==> config.mk <==
export PLATFORM = sky130hd
export DESIGN_NAME = jfp_tap_prog
export DESIGN_NICKNAME = d
export VERILOG_FILES = /design/src/jfp_fifo.v /design/src/jfp_tap_prog.v
export VERILOG_INCLUDE_DIRS = /design/src /design/src/src
export SDC_FILE = /design/constraint.sdc
export NUM_CORES = 1
export LEC_CHECK = 0
export ABC_AREA = 1
export BUFFER_PORTS_ARGS = -buffer_cell sky130_fd_sc_hd__buf_2
export CAP_MARGIN = 30
export CELL_PAD_IN_SITES_DETAIL_PLACEMENT = 1
export CELL_PAD_IN_SITES_GLOBAL_PLACEMENT = 1
export CORE_MARGIN = 1.5
export CORE_UTILIZATION = 45
export CTS_CLUSTER_DIAMETER = 30
export CTS_CLUSTER_SIZE = 28
export DETAILED_ROUTE_END_ITERATION = 10
export PLACE_DENSITY = 0.85
export SETUP_SLACK_MARGIN = 0.2
export SLEW_MARGIN = 40
export SYNTH_ARGS = -nofsm -noshare
export SYNTH_HDL_FRONTEND = slang
export SYNTH_HIERARCHICAL = 1
export SYNTH_SLANG_ARGS = --single-unit
==> constraint.sdc <==
create_clock -name ref_clk -period 10.35 [get_ports ref_clk]
set_input_delay 0.5175 -clock ref_clk [delete_from_list [all_inputs] [get_ports ref_clk]]
set_output_delay 0.5175 -clock ref_clk [all_outputs]
set_load 0.1 [all_outputs]
==> src/jfp_regs.vh <==
// constants for the jtag flash programming data registers
`ifndef JFP_REGS_VH
`define JFP_REGS_VH
`define JFP_IR_WIDTH 4
`define JFP_IR_CORE_HOLD 4'hc
`define JFP_IR_KEY_UNLOCK 4'h4
`define JFP_IR_CMD_ENTRY 4'h5
`define JFP_IR_PAGE_FILL 4'h6
`define JFP_IR_PAGE_DUMP 4'h7
`define JFP_IR_BYPASS 4'hf
`define JFP_KEY_WIDTH 16
`define JFP_KEY_VALUE 16'ha370
`define JFP_KEY_RESET 16'h0000
`define JFP_CMD_WIDTH 15
`define JFP_CMD_RESET 15'h0000
`define JFP_DONE_BIT 9
`define JFP_PAGE_BYTES 128
`define JFP_BYTE_WIDTH 8
`define JFP_HOLD_TIMEOUT_US 64
`define JFP_CLK_MHZ 40
`define JFP_HOLD_CYCLES (`JFP_HOLD_TIMEOUT_US * `JFP_CLK_MHZ)
`endif

==> src/jfp_fifo.v <==
// small valid/ready fifo for page bytes
`timescale 1ns/100ps
module jfp_fifo #(
	parameter WIDTH = 8,
	parameter DEPTH = 4,
	parameter AW = 2
) (
	input wire clk,
	input wire rstB,
	input wire [WIDTH-1:0] inData,
	input wire inValid,
	output wire inReady,
	output wire [WIDTH-1:0] outData,
	output wire outValid,
	input wire outReady
);
	reg [WIDTH-1:0] mem [0:DEPTH-1];
	reg [AW-1:0] wrPtr_reg;
	reg [AW-1:0] rdPtr_reg;
	reg [AW:0] count_reg;
	wire doWr;
	wire doRd;
	assign inReady = (count_reg != DEPTH[AW:0]);
	assign outValid = (count_reg != {(AW+1){1'b0}});
	assign outData = mem[rdPtr_reg];
	assign doWr = inValid && inReady;
	assign doRd = outValid && outReady;
	always @(posedge clk) begin
		if (doWr) begin
			mem[wrPtr_reg] <= inData;
		end
	end
	always @(posedge clk or negedge rstB) begin
		if (!rstB) begin
			wrPtr_reg <= {AW{1'b0}};
			rdPtr_reg <= {AW{1'b0}};
			count_reg <= {(AW+1){1'b0}};
		end else begin
			if (doWr) begin
				wrPtr_reg <= wrPtr_reg + 1'b1;
			end
			if (doRd) begin
				rdPtr_reg <= rdPtr_reg + 1'b1;
			end
			if (doWr && !doRd) begin
				count_reg <= count_reg + 1'b1;
			end else if (doRd && !doWr) begin
				count_reg <= count_reg - 1'b1;
			end
		end
	end
endmodule

==> src/jfp_tap_prog.v <==
// tap controller and programming data registers, sampled on ref_clk
`timescale 1ns/100ps
`include "jfp_regs.vh"
// Contract
// - key unlock selects 16-bit key register
// - update compares key, enters programming mode
// - enable only for key 1010_0011_0111_0000
// - key register cleared at power-on
// - command entry selects 15-bit command register
// - capture loads previous command result
// - shift emits result, takes new command
// - update presents command to flash inputs
// - idle gives one execute clock
// - page fill: 1024-bit virtual chain, 8-bit
// - page fill bytes stream during shift
// - page dump: 1032-bit virtual chain, 8-bit
// - page dump fetches bytes, ignores input
// - reset register one holds core reset
// - reset lasts timeout after release
// - all shifts least significant bit first
module jfp_tap_prog #(
	parameter HOLD_CYCLES = `JFP_HOLD_CYCLES,
	parameter PAGE_BYTES = `JFP_PAGE_BYTES
) (
	input wire ref_clk,
	input wire rst_b,
	input wire tck,
	input wire tms,
	input wire tdi,
	output reg tdo,
	output reg tdoEn,
	output reg progMode,
	output reg coreReset,
	output reg [14:0] flashCmd,
	output reg flashCmdValid,
	output reg flashExec,
	input wire [14:0] flashResult,
	input wire flashDone,
	output reg [7:0] pageWrData,
	output reg pageWrValid,
	input wire pageWrReady,
	output reg pageRdReq,
	input wire [7:0] pageRdData
);
	localparam TLR = 4'h0, RTI = 4'h1, SDS = 4'h2, CDR = 4'h3, SHDR = 4'h4, E1D = 4'h5;
	localparam PDR = 4'h6, E2D = 4'h7, UDR = 4'h8, SIS = 4'h9, CIR = 4'ha, SHIR = 4'hb;
	localparam E1I = 4'hc, PIR = 4'hd, E2I = 4'he, UIR = 4'hf;
	reg [1:0] rstSync_reg;
	wire rstB;
	reg [2:0] tckSync_reg;
	reg [1:0] tmsSync_reg;
	reg [1:0] tdiSync_reg;
	wire tckRise;
	wire tckFall;
	wire tmsS;
	wire tdiS;
	reg [3:0] tap_reg;
	reg [3:0] tap_next;
	reg [3:0] irShift_reg;
	reg [3:0] ir_reg;
	reg [15:0] key_reg;
	reg [14:0] cmd_reg;
	reg holdBit_reg;
	reg bypass_reg;
	reg [7:0] byte_reg;
	reg [2:0] bitCnt_reg;
	reg firstByte_reg;
	reg [31:0] holdCnt_reg;
	reg execArm_reg;
	reg [7:0] fifoOutData;
	wire fifoInReady;
	wire fifoOutValid;
	wire [7:0] fifoData;
	reg fifoInValid;
	reg [7:0] fifoInData;
	wire keyOk;
	wire selKey;
	wire selCmd;
	wire selFill;
	wire selDump;
	wire selHold;
	reg serialOut;
	assign rstB = rstSync_reg[1];
	assign tckRise = tckSync_reg[1] && !tckSync_reg[2];
	assign tckFall = !tckSync_reg[1] && tckSync_reg[2];
	assign tmsS = tmsSync_reg[1];
	assign tdiS = tdiSync_reg[1];
	assign keyOk = (key_reg == `JFP_KEY_VALUE);
	assign selKey = (ir_reg == `JFP_IR_KEY_UNLOCK);
	assign selCmd = (ir_reg == `JFP_IR_CMD_ENTRY);
	assign selFill = (ir_reg == `JFP_IR_PAGE_FILL) && progMode;
	assign selDump = (ir_reg == `JFP_IR_PAGE_DUMP) && progMode;
	assign selHold = (ir_reg == `JFP_IR_CORE_HOLD);
	always @(posedge ref_clk or negedge rst_b) begin
		if (!rst_b) begin
			rstSync_reg <= 2'h0;
		end else begin
			rstSync_reg <= {rstSync_reg[0], 1'b1};
		end
	end
	// third tck stage only feeds the edge detector, never the first stage
	always @(posedge ref_clk or negedge rstB) begin
		if (!rstB) begin
			// tck idles high, so a cleared detector would see a false rise
			tckSync_reg <= 3'h7;
			tmsSync_reg <= 2'h3;
			tdiSync_reg <= 2'h0;
		end else begin
			tckSync_reg <= {tckSync_reg[1:0], tck};
			tmsSync_reg <= {tmsSync_reg[0], tms};
			tdiSync_reg <= {tdiSync_reg[0], tdi};
		end
	end
	always @* begin
		tap_next = tap_reg;
		case (tap_reg)
			TLR: tap_next = tmsS ? TLR : RTI;
			RTI: tap_next = tmsS ? SDS : RTI;
			SDS: tap_next = tmsS ? SIS : CDR;
			CDR: tap_next = tmsS ? E1D : SHDR;
			SHDR: tap_next = tmsS ? E1D : SHDR;
			E1D: tap_next = tmsS ? UDR : PDR;
			PDR: tap_next = tmsS ? E2D : PDR;
			E2D: tap_next = tmsS ? UDR : SHDR;
			UDR: tap_next = tmsS ? SDS : RTI;
			SIS: tap_next = tmsS ? TLR : CIR;
			CIR: tap_next = tmsS ? E1I : SHIR;
			SHIR: tap_next = tmsS ? E1I : SHIR;
			E1I: tap_next = tmsS ? UIR : PIR;
			PIR: tap_next = tmsS ? E2I : PIR;
			E2I: tap_next = tmsS ? UIR : SHIR;
			UIR: tap_next = tmsS ? SDS : RTI;
			default: tap_next = TLR;
		endcase
	end
	always @* begin
		serialOut = bypass_reg;
		if (tap_reg == SHIR) begin
			serialOut = irShift_reg[0];
		end else if (selKey) begin
			serialOut = key_reg[0];
		end else if (selCmd) begin
			serialOut = cmd_reg[0];
		end else if (selFill || selDump) begin
			serialOut = byte_reg[0];
		end else if (selHold) begin
			serialOut = holdBit_reg;
		end
	end
	always @* begin
		fifoInValid = 1'b0;
		fifoInData = {tdiS, byte_reg[7:1]};
		if (tckRise && tap_reg == SHDR && selFill && bitCnt_reg == 3'h7) begin
			fifoInValid = 1'b1;
		end
		fifoOutData = fifoData;
	end
	jfp_fifo #(.WIDTH(8), .DEPTH(4), .AW(2)) pageFifo (
		.clk(ref_clk),
		.rstB(rstB),
		.inData(fifoInData),
		.inValid(fifoInValid),
		.inReady(fifoInReady),
		.outData(fifoData),
		.outValid(fifoOutValid),
		.outReady(!pageWrValid || pageWrReady)
	);
	always @(posedge ref_clk or negedge rstB) begin
		if (!rstB) begin
			tap_reg <= TLR;
			irShift_reg <= 4'h0;
			ir_reg <= `JFP_IR_BYPASS;
			key_reg <= `JFP_KEY_RESET;
			cmd_reg <= `JFP_CMD_RESET;
			holdBit_reg <= 1'b0;
			bypass_reg <= 1'b0;
			byte_reg <= 8'h00;
			bitCnt_reg <= 3'h0;
			firstByte_reg <= 1'b0;
			execArm_reg <= 1'b0;
			tdo <= 1'b0;
			tdoEn <= 1'b0;
			progMode <= 1'b0;
			flashCmd <= 15'h0000;
			flashCmdValid <= 1'b0;
			flashExec <= 1'b0;
			pageWrData <= 8'h00;
			pageWrValid <= 1'b0;
			pageRdReq <= 1'b0;
		end else begin
			flashExec <= 1'b0;
			pageRdReq <= 1'b0;
			if (fifoOutValid && (!pageWrValid || pageWrReady)) begin
				pageWrData <= fifoOutData;
				pageWrValid <= 1'b1;
			end else if (pageWrReady) begin
				pageWrValid <= 1'b0;
			end
			if (tckFall) begin
				tdo <= serialOut;
				tdoEn <= (tap_reg == SHDR) || (tap_reg == SHIR);
			end
			if (tckRise) begin
				tap_reg <= tap_next;
				case (tap_reg)
					TLR: begin
						ir_reg <= `JFP_IR_BYPASS;
					end
					CIR: begin
						irShift_reg <= 4'h1;
					end
					SHIR: begin
						irShift_reg <= {tdiS, irShift_reg[3:1]};
					end
					UIR: begin
						ir_reg <= irShift_reg;
					end
					CDR: begin
						bypass_reg <= 1'b0;
						bitCnt_reg <= 3'h0;
						firstByte_reg <= 1'b1;
						if (selCmd) begin
							cmd_reg <= flashResult;
							cmd_reg[`JFP_DONE_BIT] <= flashDone;
						end
					end
					SHDR: begin
						bypass_reg <= tdiS;
						if (selKey) begin
							key_reg <= {tdiS, key_reg[15:1]};
						end else if (selCmd) begin
							cmd_reg <= {tdiS, cmd_reg[14:1]};
						end else if (selHold) begin
							holdBit_reg <= tdiS;
						end else if (selFill) begin
							// chain length is the host's bit count
							byte_reg <= {tdiS, byte_reg[7:1]};
							bitCnt_reg <= bitCnt_reg + 3'h1;
						end else if (selDump) begin
							// first 8 bits are filler, then page bytes
							bitCnt_reg <= bitCnt_reg + 3'h1;
							if (bitCnt_reg == 3'h7) begin
								byte_reg <= pageRdData;
								pageRdReq <= 1'b1;
								firstByte_reg <= 1'b0;
							end else begin
								byte_reg <= {1'b0, byte_reg[7:1]};
							end
						end
					end
					UDR: begin
						if (selKey) begin
							progMode <= keyOk;
						end
						if (selCmd && progMode) begin
							flashCmd <= cmd_reg;
							flashCmdValid <= 1'b1;
							execArm_reg <= 1'b1;
						end
					end
					RTI: begin
						if (execArm_reg && progMode) begin
							flashExec <= 1'b1;
						end
						execArm_reg <= 1'b0;
					end
					default: begin
						execArm_reg <= execArm_reg;
					end
				endcase
				if (!keyOk) begin
					progMode <= 1'b0;
					flashCmdValid <= 1'b0;
				end
			end
		end
	end
	// hold counter runs from ref_clk so the timeout ends without tck edges
	always @(posedge ref_clk or negedge rstB) begin
		if (!rstB) begin
			holdCnt_reg <= 32'h0;
			coreReset <= 1'b1;
		end else if (holdBit_reg) begin
			holdCnt_reg <= HOLD_CYCLES[31:0];
			coreReset <= 1'b1;
		end else if (holdCnt_reg != 32'h0) begin
			holdCnt_reg <= holdCnt_reg - 32'h1;
			coreReset <= 1'b1;
		end else begin
			coreReset <= 1'b0;
		end
	end
endmodule

After elaboration in Yosys (flattened, before gate mapping)
Memories as Yosys holds them, arrays and structs flattened. A register that Yosys moved wholly into a read port is not among the register bits.
Index checks and enable logic that the tools add are counted.
W data, S select, Z words.
Word-level totals
  RAM bits: 32
  output and inout port bits: 31
  register bits after elaboration: 128
  latch bits: 0
  memories kept: 1
  memory bits (read-only): 0
Operators by class
  order comparisons: 0
  multiplexer cells: 63
  equal/unequal tests: 33
  divide/modulo/power cells: 0
  $add $sub $neg: 6
  multipliers: 0
  bitwise gates (word level): 3
  reduce and logical (&&, ||, !) cells: 48
  shifts and indexed selects: 0
Memory list
  pageFifo.mem: words 4, width 8, rd ports 1, clocked after Yosys merged registers in 1, wr ports 1, line jfp_fifo.v:17  | reg [WIDTH-1:0] mem [0:DEPTH-1];
Operator list (number)
  $mux W32: 2
  $pmux W4 S12: 1
  $mux W15: 3
  $eq A4 B4 Y1 const B: 9
  $eq A4 B3 Y1 const B: 8
  $mux W1: 32
  $reduce_bool A32 Y1: 1
  $sub A32 B1 Y32 const B: 1
  $pmux W15 S2: 1
  $mux W3: 9
  $mux W8: 3
  $eq A16 B16 Y1 const B: 1
  $mux W4: 4
  $pmux W4 S2: 2
  $reduce_bool A2 Y1: 8
  $reduce_and A3 Y1: 5
  $logic_and A1 B1 Y1: 13
  $ne A2 B2 Y1 const B: 6
  $reduce_and A6 Y1: 2
  $reduce_and A5 Y1: 2
  $eq A4 B2 Y1 const B: 2
  $add A3 B1 Y3 const B: 2
  $logic_not A1 Y1: 6
  $mux W2: 3
  other kinds (15): 27

Logic depth before layout (Yosys ltp)
Gate-level depths: netlist of run 1.
  depth in word-level cells: 11
  depth in mapped cells: 18
  gate-level depth less buffers: 17

Modules after synthesis
The synthesis of run 1 kept the hierarchy.
Modules (own cells, without submodules)
  jfp_tap_prog: times used 1, cells each 784, area each 6309.8 µm²
  jfp_fifo: times used 1, cells each 152, area each 1731.7 µm²

Worst setup path before layout of run 1
Ideal clock, no wire load.
  path kind: flip-flop to flip-flop
  from: reg progMode
  to: reg pageFifo.count_reg[2]
  buffers on the path: 0
  arrival: 2.462 ns
  stages on the path, launching flop included: 14
  setup slack: 7.771 ns
  library setup time: 0.117 ns
  cell sequence: dfrtp_1 > nand2_1 > inv_1 > nand3_1 > nor2_1 > nand2_1 > inv_1 > ha_1 > inv_1 > fa_1 > nand2_1 > nand3_1 > nand2_1 > nand2_1
Between the ends
  cells in the longest elaborated chain, start to end: 8
RTL lines
  from (decl): line jfp_tap_prog.v:32  | output reg progMode,
  from (signal assigned): line jfp_tap_prog.v:253  | progMode <= keyOk;
  $logic_and A1 B1 Y1 *: line jfp_tap_prog.v:91  | assign selFill = (ir_reg == `JFP_IR_PAGE_FILL) && progMode;
  $logic_and A1 B1 Y1 * (2 in series): line jfp_tap_prog.v:153  | if (tckRise && tap_reg == SHDR && selFill && bitCnt_reg == 3'h7) begin
  $mux W1 *: line jfp_tap_prog.v:153
  net fifoInValid: line jfp_tap_prog.v:74  | reg fifoInValid;
  $logic_and A1 B1 Y1 *: line jfp_fifo.v:26  | assign doWr = inValid && inReady;
  net pageFifo.doWr: line jfp_fifo.v:21  | wire doWr;
  $logic_not A1 Y1: line jfp_fifo.v:47  | end else if (doRd && !doWr) begin
  $logic_and A1 B1 Y1: line jfp_fifo.v:47
  $reduce_bool A2 Y1 (no source line)
  to (signal assigned): line jfp_fifo.v:37  | count_reg <= {(AW+1){1'b0}};
  to (signal assigned): line jfp_fifo.v:46  | count_reg <= count_reg + 1'b1;
  to (signal assigned): line jfp_fifo.v:48  | count_reg <= count_reg - 1'b1;
  to (decl): line jfp_fifo.v:20  | reg [AW:0] count_reg;
Mark *: on every way through the listed nets, which the timed path passes. The rest lies on a longest branch.
A chain may end at the register's enable or synchronous reset.

Final worst setup path of run 1
  from: reg tap_reg[0]
  to: reg pageFifo.count_reg[2]
Between the ends
  cells in the longest elaborated chain, start to end: 9
RTL lines
  from (decl): line jfp_tap_prog.v:57  | reg [3:0] tap_reg;
  from (signal assigned): line jfp_tap_prog.v:204  | tap_reg <= tap_next;
  $eq A4 B3 Y1 *: line jfp_tap_prog.v:153
  $logic_and A1 B1 Y1 * (3 in series): line jfp_tap_prog.v:153
  $mux W1 *: line jfp_tap_prog.v:153
  net fifoInValid: line jfp_tap_prog.v:74
  $logic_and A1 B1 Y1 *: line jfp_fifo.v:26
  net pageFifo.doWr: line jfp_fifo.v:21
  $logic_not A1 Y1: line jfp_fifo.v:47
  $logic_and A1 B1 Y1: line jfp_fifo.v:47
  $reduce_bool A2 Y1 (no source line)
Marks and branches as above.

==> results.md, run 1 <==
- Status: finished, final reports clean
- Syn Area/Cell: ~8.6 µm²
- Largest net degree at the start of global routing: 56
- CP Capture Type: flip-flop
- Max Slew Vio Count: 0
- Post-synthesis simple-gate area fraction: 0.2524
- # IOs: between 60 and 70
- Design Power: roughly 2.2 mW
- Slowest CP cell: nor2_4
- Grt total ovfl: 0
- Crit-path max FO: 34
- Largest family of logic cells by synthesized area: simple AND/OR/NAND/NOR gates
- Area leader, netlist: dfrtp_1
- Root buffer cell: clkbuf_16
- Adder-Cell Fraction of Synth Area: 0.01494
- Area grow syn2layout: 13.07%
- Register bit count reported by yosys: about 170
- Place WS: roughly 7100 ps
- Fin nets: between 1000 and 1500
- CORE AREA: around 17000 µm²
- Post-synthesis mux area share: 0.01120
- Port-buffer cells: 59
- Seq/Total Area, Yosys: 0.5443
- GRT Resource Usage Total: 0.2353
- Critical path cell sequence: inv_2, nand2_2, nor2_4, nand2_4, inv_1, nand3_1, nor2_1, nand2_1, inv_1, ha_1, inv_1, fa_1, nand2_1, nand3_1, nand2_1, nand2_1
- RSZ-0062 raised after global routing: no
- Worst-path clk slew: 70 ps
- Routed vias/inst: 5.335
- Worst EP required: roughly 11000 ps
- Complex-gate fraction of the synthesized area: 0.1008
- F_max: between 0.3 and 0.4 GHz
- Critical Path Source Type: flip-flop
- RD Place Congestion: about 0.87
- Vias: between 6000 and 7000
- Top-area cell type share of the netlist area: 0.3921
- Worst skew pair latency: approximately 440 ps
- Worst-case hold slack: 168.2 ps
- Die H: roughly 140 µm
- Synth Warn #: 6
- Async set-reset flop share out of synthesis: 0.8095
- Top cell by count, worst path: nand2_1
- Die W: about 140 µm
- Synth Area in XOR/XNOR: 0.001089
- CTS max path bufs: 2
- Worst rel slew slack: 0.4513
- Iteration-0 DRC Markers: about 270
- HPWL Detailed: 13.56 mm
- Worst-Margin Slew: 820.0 ps
- Crit path kind: flip-flop to flip-flop
- Count of cell types in the netlist: 40
- Worst min path class: input pin to flip-flop
- Die ar.: roughly 19000 µm²
- Layout cell share with drive strength beyond 1: 0.1453
- Max cap viols: 0
- Post-layout worst setup margin: ~7000 ps
- Crit path DAT: 3640 ps
- Minimum clock period after layout: ~3300 ps
- Slowest Stage Delay on Critical Path: roughly 600 ps
- # H-tree levels: 4
- Worst clock skew: between 10 and 15 ps
- P_leak: 4.344 nW
- Most frequent cell after synthesis: nand2_1
- N_diodes: 0
- Total Neg Setup Slack: 0 ps
- Synth Flop Type: dfrtp_1
- CTS Buf Count: 17
- Commonest cells post-synth: nand2_1, nor2_1, dfrtp_1
- Total Wirelength: 20.58 mm
- Power Density: 246.9 nW/µm²
- Main area contributors after synthesis: dfrtp_1, edfxtp_1, nand2_1
- Drt drc: 0
- Final Cycle Share: 0.3205
- Row count: 48
- Syn_nets: between 900 and 1000
- Initial antenna violation count: 0
- Initial Utilization: 0.4633
- DR pass1 iterations: 4
- Clk sinks: approximately 170
- Final Hold Fails: 0
- Mapped cell area: between 8000 and 9000 µm²
- Setup Viol. Count Final: 0
- EDFF count, synth: 32
- Post-cts sizing count: 0
- Detail Route Antenna Nets: 0
- Wire per inst: approximately 17 µm
- Max rail drop VDD: around 0.16 mV
- Mapped Cells: 936
- CTS tree: done
- Number of global-route vias before repair: 6830
- First-pass GRT wire length: 34.06 mm
[cell families after synthesis]
kind of cell | Yosys count
other cells | 1
buf+inv | 141
fa+ha+maj | 9
compound gates | 136
xor+xnor | 1
simple gates | 472
flops | 168
mux | 8
[per-stage QoR]
step,cell area [µm²],instances,utilization
global route,9092,1230,0.5239
CTS,9092,1230,0.5239
global placement,8463,1196,0.4876
floorplan,8041,936,-
detailed placement,8496,1197,0.4895
finish,9092,1230,0.5239
[area by class of cell]
cell class | instances | area (µm²)
Fill cell | 2071 | 8264
Clock inverter | 15 | 161.4
Timing Repair Buffer | 62 | 332.8
Inverter | 116 | 435.4
Sequential cell | 168 | 4380
Tap cell | 225 | 281.5
Multi-Input combinational cell | 627 | 3075
Clock buffer | 17 | 425.4
[report_power, final]
part	internal (mW)	switching, mW	leakage [nW]
sequential	0.771	0.110	1.93
clock	0.342	0.306	0.290
combinational	0.208	0.507	2.12
[worst paths after layout]
check	startpoint	end	slack (ps)	cells past startpoint
worst max register to register	tap_reg[0]$_DFFE_PN0P_	pageFifo/count_reg[2]$_DFFE_PN0P_	7030	16
max in group asynchronous	rstSync_reg[1]$_DFF_PN0_	holdCnt_reg[27]$_DFFE_PN0P_	8880	1
min in group asynchronous	rstSync_reg[1]$_DFF_PN0_	cmd_reg[7]$_DFFE_PN0P_	320	0
worst min register to register	rstSync_reg[1]$_DFF_PN0_	cmd_reg[7]$_DFFE_PN0P_	320	0
worst max-delay path	tap_reg[0]$_DFFE_PN0P_	pageFifo/count_reg[2]$_DFFE_PN0P_	7030	16
worst min-delay path	tms	tmsSync_reg[0]$_DFF_PN1_	170	1
[cell usage in the layout (no fill, tap or decap), drive strengths merged]
cell         count
nand2          234
nor2           147
dfrtp          126
inv            123
nand3           64
o21ai           63
buf             61
edfxtp          32
o211ai          31
a21oi           17
clkbuf          17
nand4           12
o21bai          11
dfstp           10
mux2             8
ha               8
a31oi            7
clkinv           7
or2              5
nor3             4
a22oi            4
nand3b           3
nor4             3
o22ai            1
o31ai            1
a21o             1
bufinv           1
dlygate4sd3      1
xnor2            1
fa               1
conb             1
[critical path, delay by kind of cell, from the launching register on]
family                     cells  cell delay [ps]
adders and majority gates      2              560
buffers and inverters          4              430
DFF                            1              480
and+or+nand+nor               10             1700
[what timing repair did]
item / in CTS / in global routing
endpoints found under the setup margin: 0 / 0
hold endpoints to repair: 2 / 0
setup buffers: 0 / 0
hold buffers: 1 / 0
[routing by layer]
metal / track usage / wire length (µm) / vias to the layer above
li1: - / - / 3143
met1: 0.2809 / 8814 / 3296
met2: 0.4274 / 10880 / 104
met3: 0.04889 / 706 / 19
met4: 0.06501 / 175 / 0
met5: 0 / 0 / -
Note: power is estimated with default switching activity, not from simulation.
==> inputs of run 2 (changes only) <==
Clock period 10.35 ns to 3.1 ns, I/O delays scaled along.
==> run 2 against run 1 <==
  * Clock-buffer cell count is 2 higher
  * Via count is 0.67% higher
  * Highest routed layer unchanged
  * Sequential cell count stayed put
  * Critical path type unchanged
  * Global-route usage is 0.089 points lower
  * Critical endpoint unchanged
==> results.md, run 2 (synthesis results as in run 1) <==
- Die H: 136.7 µm (unchanged)
- First-pass GRT wire length: 34.03 mm (about the same)
- Worst-Margin Slew: 743.9 ps (-76.14 ps)
- Max cap viols: 0 (unchanged)
- Commonest non-fill, non-tap cell in the layout: nand2_1
- Buffers & Inverters on Critical Path: 4 (unchanged)
- Post-layout worst setup margin: 499.5 ps (-6533 ps)
- Iteration-0 DRC Markers: 245 (-8.9%)
- Max rail drop VDD: 0.4995 mV (+220%)
- CTS tree: done
- Commonest non-fill, non-tap cells in the layout: nand2_1, nor2_1, dfrtp_1
- Final Cycle Share: 0.8389 (+0.5183)
- Initial Utilization: 0.4633 (unchanged)
- Critical Path Source Type: flip-flop
- Crit path kind: flip-flop to flip-flop
- Initial antenna violation count: 0 (unchanged)
- RSZ-0062 raised after global routing: no
- Worst min path class: input pin to flip-flop
- F_max: 0.3845 GHz (+28%)
- CTS max path bufs: 2 (unchanged)
- Drt drc: 0 (unchanged)
- N_diodes: 0 (unchanged)
- Total Wirelength: 20.35 mm (-1.1%)
- Number of global-route vias before repair: 6981 (+2.2%)
- Multi-input gate area: 3068 µm² (-0.24%)
- Total Neg Setup Slack: 0 ps (unchanged)
- Max Slew Vio Count: 0 (unchanged)
- GRT Resource Usage Total: 0.2344 (-0.0008923)
- Worst clock skew: 12.91 ps (+0.4429 ps)
- Die ar.: 18680 µm² (unchanged)
- Minimum clock period after layout: 2600 ps (-716.9 ps)
- Status: finished, final reports clean
- Routed vias/inst: 5.264 (-1.3%)
- Grt total ovfl: 0 (unchanged)
- Storage element area: 4380 µm² (unchanged)
- Clk sinks: 168 (unchanged)
- Root buffer cell: clkbuf_16
- Critical path cell sequence: inv_2, nand2_2, nor2_4, nand2_4, inv_1, nand3_1, nor2_1, nand2_2, inv_1, ha_1, inv_1, fa_1, nand2_1, nand3_1, nand2_1, nand2_1
- Final Hold Fails: 0 (unchanged)
- Worst rel slew slack: 0.5029 (+0.05160)
- Worst skew pair latency: 440 ps (about the same)
- RD Place Congestion: 0.8464 (-2.6%)
- Wire per inst: 16.21 µm (-3.1%)
- Vias: 6606 (+0.67%)
- HPWL Detailed: 13.78 mm (+1.6%)
- Detail Route Antenna Nets: 0 (unchanged)
- Kind of cell adding the most delay to the critical path: simple AND/OR/NAND/NOR gates
- DR pass1 iterations: 5 (+1)
- Filler cells: 2073 (+0.097%)
- Setup Viol. Count Final: 0 (unchanged)
- CP Capture Type: flip-flop
- CTS Buf Count: 17 (unchanged)
- P_leak: 4.432 nW (+2.0%)
- Port-buffer cells: 59 (unchanged)
- # H-tree levels: 4 (unchanged)
- Worst EP required: 3430 ps (-7240 ps)
- Postcts setup bufs: 0 (unchanged)
- CORE AREA: 17360 µm² (unchanged)
- Row count: 48 (unchanged)
- Crit path DAT: 2930 ps (-710 ps)
- Layout cell share with drive strength beyond 1: 0.1476 (+0.002299)
- Slowest CP cell: dfrtp_1
- Fin nets: 1056 (+2.4%)
- Area grow syn2layout: 15.54%
- Place WS: 490.9 ps (-6572 ps)
- Power Density: 794.2 nW/µm² (+220%)
- # IOs: 61 (unchanged)
- Die W: 136.7 µm (unchanged)
- Slowest Stage Delay on Critical Path: 470 ps (-130 ps)
- Crit-path max FO: 8 (-76%)
- Worst-path clk slew: 70 ps (about the same)
- Largest net degree at the start of global routing: 75 (+34%)
==> run 2: changes by cell type in the layout (fill, tap and decap cells not counted), moves of 2 or more <==
| cell | change |
|---|---|
| buf_4 | +8 |
| clkinv_4 | -2 |
| clkinvlp_4 | +3 |
| dlygate4sd3_1 | +17 |
| inv_8 | -3 |
| nor2_2 | +2 |
==> run 2: power by group <==
| part | internal (mW) | switching, mW | total, mW |
|---|---|---|---|
| combinational | 0.713 | 1.66 | 2.37 |
| sequential | 2.58 | 0.368 | 2.94 |
| clock | 1.13 | 0.930 | 2.06 |
| total | 4.42 | 2.96 | 7.38 |
==> run 2: final cells by class <==
cell class              instances  share of cell area
multi-input cells             627              0.3302
inverters                     116             0.04686
clock buffers                  19             0.04767
clock inverters                13             0.01293
repair buffers                 87             0.06060
well taps                     225             0.03030
flip-flops and latches        168              0.4715
==> run 2: worst paths after layout <==
path	start	end	slack, ps	cells after the start
worst max-delay path	tap_reg[0]$_DFFE_PN0P_	pageFifo/count_reg[2]$_DFFE_PN0P_	500	16
min in group asynchronous	rst_b	rstSync_reg[1]$_DFF_PN0_	30	2
worst min-delay path	flashResult[6]	cmd_reg[6]$_DFFE_PN0P_	4	3
worst max register to register	tap_reg[0]$_DFFE_PN0P_	pageFifo/count_reg[2]$_DFFE_PN0P_	500	16
worst min register to register	tdiSync_reg[0]$_DFF_PN0_	tdiSync_reg[1]$_DFF_PN0_	350	0
max in group asynchronous	rstSync_reg[1]$_DFF_PN0_	coreReset$_DFF_PN1_	1850	1
==> run 2: what timing repair did <==
item,4_1_cts,5_1_grt
resized for setup,0,1
setup endpoints to repair,0,1
hold buffers,18,0
hold endpoints to repair,19,0
==> run 2: worst reg2reg max path, stage by stage (launching register included) <==
cell	delay, ps
dfrtp_1	470
inv_2	130
nand2_2	90
nor2_4	120
nand2_4	100
inv_1	90
nand3_1	90
nor2_1	200
nand2_2	180
inv_1	100
ha_1	170
inv_1	70
fa_1	390
nand2_1	100
nand3_1	80
nand2_1	70
nand2_1	50
==> run 2: metal layers <==
| layer | GRT usage | up-vias | share of wire |
|---|---|---|---|
| li1 | - | 3195 | - |
| met1 | 0.2856 | 3279 | 0.44 |
| met2 | 0.4149 | 104 | 0.51 |
| met3 | 0.05111 | 28 | 0.034 |
| met4 | 0.07033 | 0 | 0.015 |
| met5 | 0 | - | 0 |
==> run 2: per-stage QoR <==
stage	utilization	power, mW	hold slack (ps)	std cells	area [µm²]
after global routing	0.5353	7.813	20.69	1255	9291
after detailed placement	0.4922	5.315	-56.47	1205	8543
final	0.5353	7.379	4.129	1255	9291
after floorplan	-	4.774	-140.6	936	8043
after CTS	0.5350	7.422	0.8180	1255	9286
after global placement	0.4922	5.186	-58.87	1205	8543
